===== src/verilog/fskrx_params.svh =====
`ifndef FSKRX_PARAMS_SVH
`define FSKRX_PARAMS_SVH

// System clock and rates
`define FSKRX_CLK_HZ 25000000
`define FSKRX_SAMPLE_HZ 300000
`define FSKRX_BIT_DECISION_MHZ 585920
`define FSKRX_BIT_DECISION_NOM_MHZ 585938
`define FSKRX_TIMEOUT_S 3
`define FSKRX_BLINK_MS 250

// Tone frequencies and phase accumulator width
`define FSKRX_MARK_HZ 131250
`define FSKRX_SPACE_HZ 143750
`define FSKRX_PHASE_BITS 16

// Packet format
`define FSKRX_BITS_PER_WORD 11
`define FSKRX_WORDS_PER_PACKET 3
`define FSKRX_MESSAGE_BITS 33

// Threshold as unsigned fraction of 2^16, 0.1 by default
`define FSKRX_THRESH_FRAC_BITS 16
`define FSKRX_THRESH_RESET 16'h199A

// Register byte offsets
`define FSKRX_ADDR_CTRL 8'h00
`define FSKRX_ADDR_THRESH 8'h04
`define FSKRX_ADDR_STATUS 8'h08
`define FSKRX_ADDR_RESULT 8'h0C
`define FSKRX_ADDR_BITS_LO 8'h10
`define FSKRX_ADDR_BITS_HI 8'h14

// Control and status field positions
`define FSKRX_CTRL_START 0
`define FSKRX_CTRL_AUTO 1
`define FSKRX_STAT_PKT 2
`define FSKRX_STAT_TMO 3

`endif


===== src/verilog/fskrx_pkg.sv =====
package fskrx_pkg;

  // Receiver sequence, Gray coded along idle-receive-packetize-indicate
  typedef enum logic [1:0] {
    FSKRX_IDLE = 2'b00,
    FSKRX_RECV = 2'b01,
    FSKRX_PACK = 2'b11,
    FSKRX_SHOW = 2'b10
  } fskrx_state_type;

  // Outcome of the last packetizing step
  typedef enum logic [1:0] {
    FSKRX_RES_NONE = 2'b00,
    FSKRX_RES_ONE = 2'b01,
    FSKRX_RES_ZERO = 2'b10,
    FSKRX_RES_OTHER = 2'b11
  } fskrx_class_type;

endpackage : fskrx_pkg


===== src/verilog/fskrx_top.sv =====
`timescale 1ns/100ps
`include "fskrx_params.svh"

// Overview of operation
// - Sample input every 300 kHz tick, correlate
// - Bit decisions at about 585.92 Hz
// - Each decision appends detected mark or space
// - Flag packet when 33 bits collected
// - Programmable detection threshold, default 0.1
// - Eleven bits per word, three words
// - Three second timeout ends reception
// - Timeout starts at receive, restarts per packet
// - Start enables ticks and timeout counter
// - Stop ticks, clear timeout when done
// - Sum bits of three 11-bit words
// - Clear bit buffer after packetizing
// - Word +1 is one code, -1 zero
// - Packet sum +3 one, -3 zero
// - Blue one, red zero, both otherwise
// - Indicate result before reception restarts
// - Correlate against 131.25 and 143.75 kHz
module fskrx_top
  import fskrx_pkg::*;
#(
  parameter int BIT_TICK_CYCLES = int'((`FSKRX_CLK_HZ * 64'd1000 + `FSKRX_BIT_DECISION_MHZ / 2) / `FSKRX_BIT_DECISION_MHZ),
  parameter int TIMEOUT_CYCLES = `FSKRX_TIMEOUT_S * `FSKRX_CLK_HZ,
  parameter int BLINK_CYCLES = int'((`FSKRX_BLINK_MS * 64'd25000000) / 1000)
)
(
  // Clock, reset, enable
  input wire logic SYS_CLK,
  input wire logic RSTN,
  input wire logic CLK_EN,
  // Wishbone slave
  input wire logic WB_CYC_I,
  input wire logic WB_STB_I,
  input wire logic WB_WE_I,
  input wire logic [7:0] WB_ADR_I,
  input wire logic [3:0] WB_SEL_I,
  input wire logic [31:0] WB_DAT_I,
  output logic [31:0] WB_DAT_O,
  output logic WB_ACK_O,
  // Converter samples, offset binary
  input wire logic [11:0] ADC_DATA,
  output logic SAMPLE_TICK,
  // Indicators
  output logic LED_BLUE,
  output logic LED_RED,
  output logic PACKET_FLAG
);

  localparam int SAMPLE_CYCLES = `FSKRX_CLK_HZ / `FSKRX_SAMPLE_HZ;
  localparam logic [15:0] MARK_INC = 16'((64'd`FSKRX_MARK_HZ * 64'd65536 + `FSKRX_SAMPLE_HZ / 2) / `FSKRX_SAMPLE_HZ);
  localparam logic [15:0] SPACE_INC = 16'((64'd`FSKRX_SPACE_HZ * 64'd65536 + `FSKRX_SAMPLE_HZ / 2) / `FSKRX_SAMPLE_HZ);
  localparam logic [5:0] MSG_LEN = 6'(`FSKRX_MESSAGE_BITS);

  // Sum of one word as +1/-1 per bit, range -11..+11
  function automatic logic signed [4:0] word_sum(input logic [`FSKRX_BITS_PER_WORD-1:0] bits);
    logic [3:0] ones;
    ones = 4'h0;
    for (int i = 0; i < `FSKRX_BITS_PER_WORD; i++)
    begin
      ones = ones + 4'(bits[i]);
    end
    word_sum = 5'(signed'({1'b0, ones, 1'b0})) - 5'sd11;
  endfunction : word_sum

  // Magnitude of a correlation accumulator
  function automatic logic [23:0] mag(input logic signed [23:0] v);
    mag = v[23] ? 24'(-v) : 24'(v);
  endfunction : mag

  fskrx_state_type state_r, state_nxt;
  fskrx_class_type class_r;
  logic [6:0] smp_cnt_r;
  logic [31:0] bit_cnt_r;
  logic [31:0] tmo_cnt_r;
  logic [31:0] blink_cnt_r;
  logic bit_tick;
  logic tmo_hit;
  logic [15:0] mark_ph_r, space_ph_r;
  logic signed [23:0] mi_r, mq_r, si_r, sq_r;
  logic [23:0] energy_r;
  logic signed [12:0] scaled;
  logic [24:0] mark_str, space_str, best_str;
  logic [47:0] str_scaled, thr_scaled;
  logic detected, is_mark;
  logic [`FSKRX_MESSAGE_BITS-1:0] buf_r;
  logic [5:0] fill_r;
  logic pkt_flag_r, tmo_flag_r, last_tmo_r;
  logic signed [4:0] w0_r, w1_r, w2_r;
  logic signed [6:0] psum_r;
  logic signed [4:0] w0_c, w1_c, w2_c;
  logic signed [6:0] psum_c;
  logic start_r, auto_r;
  logic [15:0] thresh_r;
  logic wb_hit, wb_wr, clr_pkt, clr_tmo;
  logic pkt_set, tmo_set;

  assign wb_hit = WB_CYC_I && WB_STB_I && !WB_ACK_O;
  assign wb_wr = wb_hit && WB_WE_I;
  assign clr_pkt = wb_wr && WB_ADR_I == `FSKRX_ADDR_STATUS && WB_SEL_I[0] && WB_DAT_I[`FSKRX_STAT_PKT];
  assign clr_tmo = wb_wr && WB_ADR_I == `FSKRX_ADDR_STATUS && WB_SEL_I[0] && WB_DAT_I[`FSKRX_STAT_TMO];

  // Sampling tick, runs only while receiving
  always_ff @(posedge SYS_CLK or negedge RSTN)
  begin
    if (!RSTN)
      smp_cnt_r <= 7'h00;
    else if (CLK_EN)
    begin
      if (state_r != FSKRX_RECV || smp_cnt_r == 7'(SAMPLE_CYCLES - 1))
        smp_cnt_r <= 7'h00;
      else
        smp_cnt_r <= smp_cnt_r + 7'h01;
    end
  end
  assign SAMPLE_TICK = CLK_EN && state_r == FSKRX_RECV && smp_cnt_r == 7'(SAMPLE_CYCLES - 1);

  // Bit-decision tick, three per bit period of the sender
  always_ff @(posedge SYS_CLK or negedge RSTN)
  begin
    if (!RSTN)
      bit_cnt_r <= 32'h0;
    else if (CLK_EN)
    begin
      if (state_r != FSKRX_RECV || bit_tick)
        bit_cnt_r <= 32'h0;
      else
        bit_cnt_r <= bit_cnt_r + 32'h1;
    end
  end
  assign bit_tick = CLK_EN && state_r == FSKRX_RECV && bit_cnt_r == 32'(BIT_TICK_CYCLES - 1);

  // Timeout counter, cleared outside reception and on each packet
  always_ff @(posedge SYS_CLK or negedge RSTN)
  begin
    if (!RSTN)
      tmo_cnt_r <= 32'h0;
    else if (CLK_EN)
    begin
      if (state_r != FSKRX_RECV || pkt_set)
        tmo_cnt_r <= 32'h0;
      else
        tmo_cnt_r <= tmo_cnt_r + 32'h1;
    end
  end
  assign tmo_hit = CLK_EN && state_r == FSKRX_RECV && !pkt_set && tmo_cnt_r == 32'(TIMEOUT_CYCLES - 1);

  // Scaled sample around mid-scale
  assign scaled = 13'(signed'({1'b0, ADC_DATA})) - 13'sh0800;

  // Tone correlators with square references
  always_ff @(posedge SYS_CLK or negedge RSTN)
  begin
    if (!RSTN)
    begin
      mark_ph_r <= 16'h0000;
      space_ph_r <= 16'h0000;
      mi_r <= 24'sh0;
      mq_r <= 24'sh0;
      si_r <= 24'sh0;
      sq_r <= 24'sh0;
      energy_r <= 24'h0;
    end
    else if (CLK_EN)
    begin
      if (state_r != FSKRX_RECV || bit_tick)
      begin
        mi_r <= 24'sh0;
        mq_r <= 24'sh0;
        si_r <= 24'sh0;
        sq_r <= 24'sh0;
        energy_r <= 24'h0;
      end
      else if (SAMPLE_TICK)
      begin
        mark_ph_r <= mark_ph_r + MARK_INC;
        space_ph_r <= space_ph_r + SPACE_INC;
        mi_r <= (mark_ph_r[15] == mark_ph_r[14]) ? mi_r + 24'(scaled) : mi_r - 24'(scaled);
        mq_r <= !mark_ph_r[15] ? mq_r + 24'(scaled) : mq_r - 24'(scaled);
        si_r <= (space_ph_r[15] == space_ph_r[14]) ? si_r + 24'(scaled) : si_r - 24'(scaled);
        sq_r <= !space_ph_r[15] ? sq_r + 24'(scaled) : sq_r - 24'(scaled);
        energy_r <= energy_r + mag(24'(scaled));
      end
    end
  end

  // Strength comparison against threshold times signal energy
  assign mark_str = 25'(mag(mi_r)) + 25'(mag(mq_r));
  assign space_str = 25'(mag(si_r)) + 25'(mag(sq_r));
  assign is_mark = mark_str >= space_str;
  assign best_str = is_mark ? mark_str : space_str;
  assign str_scaled = {7'h00, best_str, 16'h0000};
  assign thr_scaled = 48'(thresh_r) * 48'(energy_r);
  assign detected = best_str != 25'h0 && str_scaled >= thr_scaled;

  // Received bit buffer, mark stored as 1 (+1) and space as 0 (-1)
  always_ff @(posedge SYS_CLK or negedge RSTN)
  begin
    if (!RSTN)
    begin
      buf_r <= '0;
      fill_r <= 6'h00;
    end
    else if (CLK_EN)
    begin
      if (state_r == FSKRX_PACK)
      begin
        buf_r <= '0;
        fill_r <= 6'h00;
      end
      else if (bit_tick && detected && fill_r < MSG_LEN)
      begin
        buf_r[fill_r] <= is_mark;
        fill_r <= fill_r + 6'h01;
      end
    end
  end
  assign pkt_set = state_r == FSKRX_RECV && fill_r == MSG_LEN;
  assign tmo_set = tmo_hit;

  // Word and packet sums from the buffer
  assign w0_c = word_sum(buf_r[10:0]);
  assign w1_c = word_sum(buf_r[21:11]);
  assign w2_c = word_sum(buf_r[32:22]);
  assign psum_c = 7'(w0_c) + 7'(w1_c) + 7'(w2_c);

  // Sequence of reception, packetizing and indication
  always_comb
  begin
    state_nxt = state_r;
    case (state_r)
      FSKRX_IDLE:
        if (start_r)
          state_nxt = FSKRX_RECV;
      FSKRX_RECV:
        if (pkt_set || tmo_set)
          state_nxt = FSKRX_PACK;
      FSKRX_PACK:
        state_nxt = FSKRX_SHOW;
      FSKRX_SHOW:
        if (blink_cnt_r == 32'(BLINK_CYCLES - 1))
          state_nxt = auto_r ? FSKRX_RECV : FSKRX_IDLE;
      default:
        state_nxt = FSKRX_IDLE;
    endcase
  end

  always_ff @(posedge SYS_CLK or negedge RSTN)
  begin
    if (!RSTN)
      state_r <= FSKRX_IDLE;
    else if (CLK_EN)
      state_r <= state_nxt;
  end

  // Indication time counter
  always_ff @(posedge SYS_CLK or negedge RSTN)
  begin
    if (!RSTN)
      blink_cnt_r <= 32'h0;
    else if (CLK_EN)
      blink_cnt_r <= (state_r == FSKRX_SHOW) ? blink_cnt_r + 32'h1 : 32'h0;
  end

  // Packet results and classification
  always_ff @(posedge SYS_CLK or negedge RSTN)
  begin
    if (!RSTN)
    begin
      w0_r <= 5'sh0;
      w1_r <= 5'sh0;
      w2_r <= 5'sh0;
      psum_r <= 7'sh0;
      class_r <= FSKRX_RES_NONE;
      last_tmo_r <= 1'b0;
    end
    else if (CLK_EN)
    begin
      if (state_r == FSKRX_RECV && tmo_set)
        last_tmo_r <= 1'b1;
      else if (state_r == FSKRX_RECV && pkt_set)
        last_tmo_r <= 1'b0;
      if (state_r == FSKRX_PACK)
      begin
        w0_r <= w0_c;
        w1_r <= w1_c;
        w2_r <= w2_c;
        psum_r <= psum_c;
        if (last_tmo_r)
          class_r <= FSKRX_RES_OTHER;
        else if (psum_c == 7'sd3)
          class_r <= FSKRX_RES_ONE;
        else if (psum_c == -7'sd3)
          class_r <= FSKRX_RES_ZERO;
        else
          class_r <= FSKRX_RES_OTHER;
      end
    end
  end

  // Indicator drive while showing the result
  always_ff @(posedge SYS_CLK or negedge RSTN)
  begin
    if (!RSTN)
    begin
      LED_BLUE <= 1'b0;
      LED_RED <= 1'b0;
    end
    else if (CLK_EN)
    begin
      LED_BLUE <= state_nxt == FSKRX_SHOW && state_r != FSKRX_PACK ? class_r[0] : 1'b0;
      LED_RED <= state_nxt == FSKRX_SHOW && state_r != FSKRX_PACK ? class_r[1] : 1'b0;
    end
  end

  // Sticky packet and timeout flags, set wins over clear
  always_ff @(posedge SYS_CLK or negedge RSTN)
  begin
    if (!RSTN)
    begin
      pkt_flag_r <= 1'b0;
      tmo_flag_r <= 1'b0;
    end
    else if (CLK_EN)
    begin
      if (pkt_set)
        pkt_flag_r <= 1'b1;
      else if (clr_pkt)
        pkt_flag_r <= 1'b0;
      if (tmo_set)
        tmo_flag_r <= 1'b1;
      else if (clr_tmo)
        tmo_flag_r <= 1'b0;
    end
  end
  assign PACKET_FLAG = pkt_flag_r;

  // Control and threshold registers
  always_ff @(posedge SYS_CLK or negedge RSTN)
  begin
    if (!RSTN)
    begin
      start_r <= 1'b0;
      auto_r <= 1'b0;
      thresh_r <= `FSKRX_THRESH_RESET;
    end
    else if (CLK_EN)
    begin
      start_r <= 1'b0;
      if (wb_wr && WB_ADR_I == `FSKRX_ADDR_CTRL && WB_SEL_I[0])
      begin
        start_r <= WB_DAT_I[`FSKRX_CTRL_START];
        auto_r <= WB_DAT_I[`FSKRX_CTRL_AUTO];
      end
      else if (wb_wr && WB_ADR_I == `FSKRX_ADDR_THRESH)
      begin
        if (WB_SEL_I[0])
          thresh_r[7:0] <= WB_DAT_I[7:0];
        if (WB_SEL_I[1])
          thresh_r[15:8] <= WB_DAT_I[15:8];
      end
    end
  end

  // Bus answer one cycle after the request, read data registered
  always_ff @(posedge SYS_CLK or negedge RSTN)
  begin
    if (!RSTN)
    begin
      WB_ACK_O <= 1'b0;
      WB_DAT_O <= 32'h0;
    end
    else if (CLK_EN)
    begin
      WB_ACK_O <= wb_hit;
      WB_DAT_O <= 32'h0;
      if (wb_hit && !WB_WE_I)
      begin
        if (WB_ADR_I == `FSKRX_ADDR_CTRL)
          WB_DAT_O <= {30'h0, auto_r, 1'b0};
        else if (WB_ADR_I == `FSKRX_ADDR_THRESH)
          WB_DAT_O <= {16'h0, thresh_r};
        else if (WB_ADR_I == `FSKRX_ADDR_STATUS)
          WB_DAT_O <= {20'h0, fill_r, class_r, tmo_flag_r, pkt_flag_r, state_r};
        else if (WB_ADR_I == `FSKRX_ADDR_RESULT)
          WB_DAT_O <= {1'b0, psum_r, 3'h0, w2_r, 3'h0, w1_r, 3'h0, w0_r};
        else if (WB_ADR_I == `FSKRX_ADDR_BITS_LO)
          WB_DAT_O <= buf_r[31:0];
        else if (WB_ADR_I == `FSKRX_ADDR_BITS_HI)
          WB_DAT_O <= {31'h0, buf_r[32]};
      end
    end
  end

endmodule : fskrx_top


===== config.mk =====
export PLATFORM = sky130hd
export DESIGN_NAME = fskrx_top
export DESIGN_NICKNAME = d
export VERILOG_FILES = /design/src/verilog/fskrx_pkg.sv /design/src/verilog/fskrx_top.sv
export VERILOG_INCLUDE_DIRS = /design/src /design/src/verilog
export SDC_FILE = /design/constraint.sdc
export NUM_CORES = 2
export LEC_CHECK = 0
export BUFFER_PORTS_ARGS = -buffer_cell sky130_fd_sc_hd__buf_2
export CAP_MARGIN = 30
export CORE_UTILIZATION = 40
export DETAILED_ROUTE_END_ITERATION = 10
export GPL_ROUTABILITY_DRIVEN = 0
export PLACE_DENSITY_LB_ADDON = 0.25
export RECOVER_POWER = 100
export SETUP_SLACK_MARGIN = 0.1
export SLEW_MARGIN = 0
export SYNTH_ARGS = -nofsm -noshare
export SYNTH_HDL_FRONTEND = slang
export SYNTH_SLANG_ARGS = --single-unit

===== constraint.sdc =====
create_clock -name SYS_CLK -period 18.69 [get_ports SYS_CLK]
set_input_delay 3.738 -clock SYS_CLK [delete_from_list [all_inputs] [get_ports SYS_CLK]]
set_output_delay 3.738 -clock SYS_CLK [all_outputs]
set_load 0.02 [all_outputs]

Word-level counts from Yosys, hierarchy flattened --
Index checks and enable logic that the tools add are counted.
Operators by class: add/sub/neg operators 59, multipliers 1, order comparisons 5, equal/unequal tests 20, multiplexer cells 55, bitwise operators 2, reduce and logical (&&, ||, !) cells 49
Operators with widths (count):
- 24-bit 2-to-1 mux | 19
- 32-bit 2-to-1 mux | 9
- 24-bit by 13-bit adder with 24-bit output | 4
- 32-bit by 1-bit adder with 32-bit output (second input constant) | 3
- 24-bit negator | 4
- 24-bit by 13-bit subtractor with 24-bit output | 4
- 4-bit by 1-bit adder with 4-bit output | 21
- 33-bit 2-to-1 mux | 2
- 24-bit by 24-bit adder with 25-bit output | 2
- 41-bit by 40-bit greater-or-equal comparator with 1-bit output | 1
- 16-bit by 24-bit multiplier with 40-bit output | 1
- 33-bit bitwise mux | 1
- 16-bit by 15-bit adder with 16-bit output (second input constant) | 2
- 32-bit by 16-bit equality test with 1-bit output (second input constant) | 1
- 32-bit by 23-bit equality test with 1-bit output (second input constant) | 1
- 32-bit by 27-bit equality test with 1-bit output (second input constant) | 1
- 25-bit greater-or-equal comparator | 1
- 25-bit 2-to-1 mux | 1
- 25-bit nonzero test | 1
- 24-bit adder | 1
- 1-bit logical AND | 24
- 13-bit negator with 24-bit output | 1
- 8-bit by 4-bit equality test with 1-bit output (second input constant) | 2
- 8-bit by 5-bit equality test with 1-bit output (second input constant) | 2
- other kinds (36) | 82
Word-level totals: register bits 376, bits of input ports 62, logic and storage cells 221

Depth between registers and ports, before layout --
depth in word-level cells 17, depth in mapped cells 40

Least setup slack after synthesis --
OpenSTA, ideal clock, no wires.
kind input -> register, start in ADC_DATA[2], end reg si_r[23], library setup time 141 ps, arrival 8944 ps, setup slack 9605 ps, cell stages on the path 21, path buffers 1, path through clkbuf_1 > nor3_1 > nor3b_1 > nor3b_1 > nor3b_1 > nor3b_1 > ha_1 > a21oi_1 > ha_1 > and3_1 > a221oi_1 > nor2_1 > a21oi_1 > o311a_1 > o31ai_1 > o41ai_1 > o21bai_1 > a21oi_1 > xnor2_1 > nand2b_1 > a31oi_1
Between the ends: cells in the longest elaborated chain, start to end 5, elaborated cells between the ends (all ways) 6
Ends and longest elaborated chain:
- from (decl) | line fskrx_top.sv:44 | input wire logic [11:0] ADC_DATA,
- 12-bit by 12-bit subtractor with 13-bit output * | line fskrx_top.sv:151 | assign scaled = 13'(signed'({1'b0, ADC_DATA})) - 13'sh0800;
- 24-bit by 13-bit subtractor with 24-bit output / 24-bit by 13-bit adder with 24-bit output (equally long branches) | line fskrx_top.sv:182 | si_r <= (space_ph_r[15] == space_ph_r[14]) ? si_r + 24'(scaled) : si_r - 24'(scaled);
- 24-bit 2-to-1 mux * | line fskrx_top.sv:182
- 24-bit 2-to-1 mux * | line fskrx_top.sv:176 | else if (SAMPLE_TICK)
- 24-bit 2-to-1 mux * | line fskrx_top.sv:168 | if (state_r != FSKRX_RECV || bit_tick)
- to (signal assigned) | line fskrx_top.sv:182
- to (decl) | line fskrx_top.sv:82 | logic signed [23:0] mi_r, mq_r, si_r, sq_r;
Mark *: on every way between the ends. The rest lies on a longest branch, timed or not. The select of a mux whose other input is x is not followed. A chain may end at the register's enable or synchronous reset.

==> key figures <==
Final layout
  – Share of cells above drive strength 1: between 4 and 5%
  – Area Overhead vs Synth: 7.681%
  – Fillers: between 10000 and 15000
  – Fin nets: roughly 5500
  – Finished Layout Cells: between 6000 and 7000
  – Finished layout cell area: 44010 um2

Route
  – WL final: 111100 um
  – DR vias: between 30000 and 40000
  – Antenna-violating nets left: 0
  – Drt via density: about 5.4
  – DR DRC count: 0
  – Drt pass-1 iters: 5
  – WL/cell: 18.03 um
  – Initial drt markers: approximately 2100

Critical path
  – CP cell instances: clkbuf_1 -> clkbuf_1 -> buf_4 -> buf_4
  – CP top delay family: buffers and inverters
  – Worst-path fanout max: 119
  – Reg2reg start: thresh_r[3]$_DFFE_PN1P_
  – Buf/Inv on CP: 4
  – Critical path's largest stage delay: between 4 and 5 ns
  – Critical path class: primary input to async pin
  – Critical Path End Type: async pin
  – Crit path DAT: between 10 and 15 ns
  – Critical Path Start: RSTN
  – CP max-delay cell: clkbuf_1
  – CP Launch Type: primary input
  – Required time of the critical path: slightly below 20 ns

Pwr
  – Switching Fraction: 28.17%
  – Clk network pwr share: between 40 and 50%
  – Pwr dens: 44.44 nW/um2
  – Net Sw Power: around 550 uW
  – Sequential power share: a little over two fifths
  – Leakage power total: between 20 and 25 nW
  – Pint: ~1.4 mW
  – Logic pwr share: 13.8%
  – VDD IR max: around 0.000060 V

Global route
  – Congestion Overflow GR: 0
  – Global-route wire length before repair: 182100 um
  – Tot GR Track Use: a little over a fifth
  – Number of global-route vias before repair: about 33000
  – Initial antenna violation count: 4
  – Pin count of the biggest net entering global routing: between 100 and 150

Status
  – Status: complete, but fails checks
  – Failing checks: max-capacitance violations, max-slew violations

CTS
  – Clk Latency, worst-skew pair: ~0.6 ns
  – Clock sinks: around 360
  – CTS resizes: 0
  – Root buffer cell: clkbuf_16
  – Cts bufs inserted: 44
  – CTS tree: yes
  – Hold Buf Count CTS: 0
  – Setup Buffers After CTS: 0
  – CTS Buffer Depth: 3
  – Clk slew on worst S/H paths: ~0.060 ns
  – H-tree lvl count: 2

Die
  – DIE HEIGHT: approximately 320 um
  – Initial Utilization: 40.57%
  – I/O pin count: between 90 and 100
  – Die Width: approximately 320 um
  – FP Rows: ~120
  – Core footprint: approximately 100000 um2
  – DIE AREA: between 100000 and 150000 um2

Place
  – Place WS: ~8.0 ns
  – Placed Instances: 6077
  – Placed cell area: around 43000 um2
  – Post-DP HPWL: between 80000 and 90000 um
  – Port Buffers: 80

Min path
  – Min-Delay Path Class: flip-flop to flip-flop
  – Hold wc startpoint: tmo_flag_r$_DFFE_PN0P_

Timing
  – RSZ-0062 raised after global routing: no
  – Final setup margin: 6.642 ns
  – Fmax: slightly above 80 MHz
  – Tightest Pin Transition: roughly 6.6 ns
  – Clk_skew: around 0.020 ns
  – Tmin final: 12.05 ns
  – Setup TNS: 0 ns
  – Hold WS: ~0.47 ns
  – Slew headroom: -339.0%
  – Max Transition Viols Final: a little over 500
  – Fin crit share: about 64%
  – Final Hold Viols: 0
  – Setup violations, final: 0

Synth
  – Share of flip-flops with an asynchronous set or reset: 100.0%
  – Syn nets: ~5500
  – Cell taking the most area after synthesis: dfrtp_1
  – Number of synthesized flops with an enable pin: 0
  – Synth unique cells: between 80 and 90
  – Mapped Cells: between 4000 and 5000
  – Synthesized flop and latch total: between 300 and 400
  – Sequential element share of the synthesized area: approximately 22%
  – Yosys warns: 0
  – Cell Area, Synth: slightly above 40000 um2
  – Syn Area/Cell: 8.552 um2
  – Top_reg_cell synth: dfrtp_1
  – Ranking of synthesized cells by area: dfrtp_1 (22%), fa_1 (17%), ha_1 (11%), nand2_1 (6.0%), inv_1 (4.5%)
  – Synth top area share: between 20% and 30%

Job
  – Max cap viols: 9
[worst min-delay path: cells and delay by family, from the launching register on]
family	cells	cell delay [ns]
DFF	1	0.34
and+or+nand+nor	2	0.10
[layer usage]
layer | up-vias | share of wire [%] | global-route usage, %
met5 | - | 0.020 | 0
met4 | 4 | 2.0 | 5.111
met3 | 120 | 5.1 | 2.591
met2 | 677 | 45 | 35.15
met1 | 16460 | 47 | 31.57
li1 | 16170 | - | -
[cell usage in the layout, fill, tap and decap left out, types with 44 or more instances in the layout]
| cell | n |
|---|---|
| a21o_1 | 91 |
| a21oi_1 | 220 |
| and2_1 | 165 |
| clkbuf_1 | 65 |
| clkbuf_16 | 44 |
| dfrtp_1 | 354 |
| fa_1 | 337 |
| ha_1 | 363 |
| inv_1 | 495 |
| nand2_1 | 656 |
| nand2b_1 | 47 |
| nand3_1 | 101 |
| nor2_1 | 286 |
| nor3_1 | 49 |
| o21ai_0 | 314 |
| o31ai_1 | 47 |
| or3_1 | 45 |
| xnor2_1 | 212 |
| xor2_1 | 159 |
[Yosys cell counts (13+ instances only)]
library cell  number
nand2_1          657
inv_1            495
ha_1             363
dfrtp_1          354
fa_1             337
o21ai_0          313
nor2_1           288
a21oi_1          220
xnor2_1          212
clkbuf_1         181
and2_1           169
xor2_1           159
nand3_1          101
a21o_1            91
nor3_1            50
nand2b_1          47
o31ai_1           47
or3_1             45
mux2i_1           42
nand4_1           42
and3_1            40
o21a_1            32
a211oi_1          27
o21bai_1          26
nor2b_1           24
mux2_2            23
nor4_1            23
a31oi_1           22
o2bb2ai_1         21
a22o_1            19
a22oi_1           19
o22ai_1           19
nor3b_1           18
or4_1             16
o41ai_1           15
and4_1            14
a211o_1           13
a221oi_1          13
or2_2             13
[registers in the layout, summed over array words and instances (netlist names), 2 cells and up]
name and cells:
blink_cnt_r 32, energy_r 24, thresh_r 16, mi_r 24, space_ph_r 16, mq_r 24
class_r 2, fill_r 6, WB_DAT_O 32, mark_ph_r 4, w0_r 5, w2_r 4
tmo_cnt_r 32, bit_cnt_r 32, state_r 2, psum_r 6, w1_r 4, sq_r 24
buf_r 33, smp_cnt_r 7, si_r 24
[power groups by stage]
stage	Clock (mW)	Combinational, mW	Sequential [mW]
CTS	0.892	0.273	0.818
global route	0.921	0.308	0.821
detailed placement	0	0.272	0.832
finish	0.866	0.271	0.819
floorplan	0	0.190	0.827
global placement	0	0.266	0.832
[area by class of cell]
class	count	area [um2]	share of cell area, %
Tap cell	1357	1698	3.858
Clock inverter	16	167.7	0.3810
Sequential cell	361	9042	20.55
Antenna cell	3	7.507	0.01706
Multi-Input combinational cell	3727	29240	66.45
Clock buffer	63	1272	2.892
Timing Repair Buffer	136	715.7	1.626
Inverter	496	1862	4.231
[metrics by stage]
step	utilization [%]	total power [mW]
2_1_floorplan	-	1.017
3_3_place_gp	42.38	1.098
3_5_place_dp	42.40	1.103
4_1_cts	43.83	1.983
5_1_grt	43.69	2.050
6_report	43.69	1.955
[cell families (layout without fill, tap and decap cells)]
group           after synthesis  after routing  synth area share [%]
other cells                   0              3                     0
buf+inv                     691            711                 6.374
fa+ha+maj                   700            700                 27.62
compound gates             1013           1013                 15.94
simple gates               1578           1578                 18.32
mux                          65             65                 1.662
flops                       361            361                 22.13
xor+xnor                    371            371                 7.951
[path summary, 6_finish.rpt]
kind	end	slack (ns)	cells after the start
max in group SYS_CLK	buf_r[23]$_DFFE_PN0P_	6.69	35
setup reg to reg	buf_r[23]$_DFFE_PN0P_	6.69	35
setup / recovery	mq_r[13]$_DFFE_PN0P_	6.64	4
hold / removal	tmo_flag_r$_DFFE_PN0P_	0.47	2
hold reg to reg	tmo_flag_r$_DFFE_PN0P_	0.47	2
min in group asynchronous	tmo_flag_r$_DFFE_PN0P_	5.61	1
(Power assumes the default switching activity.)
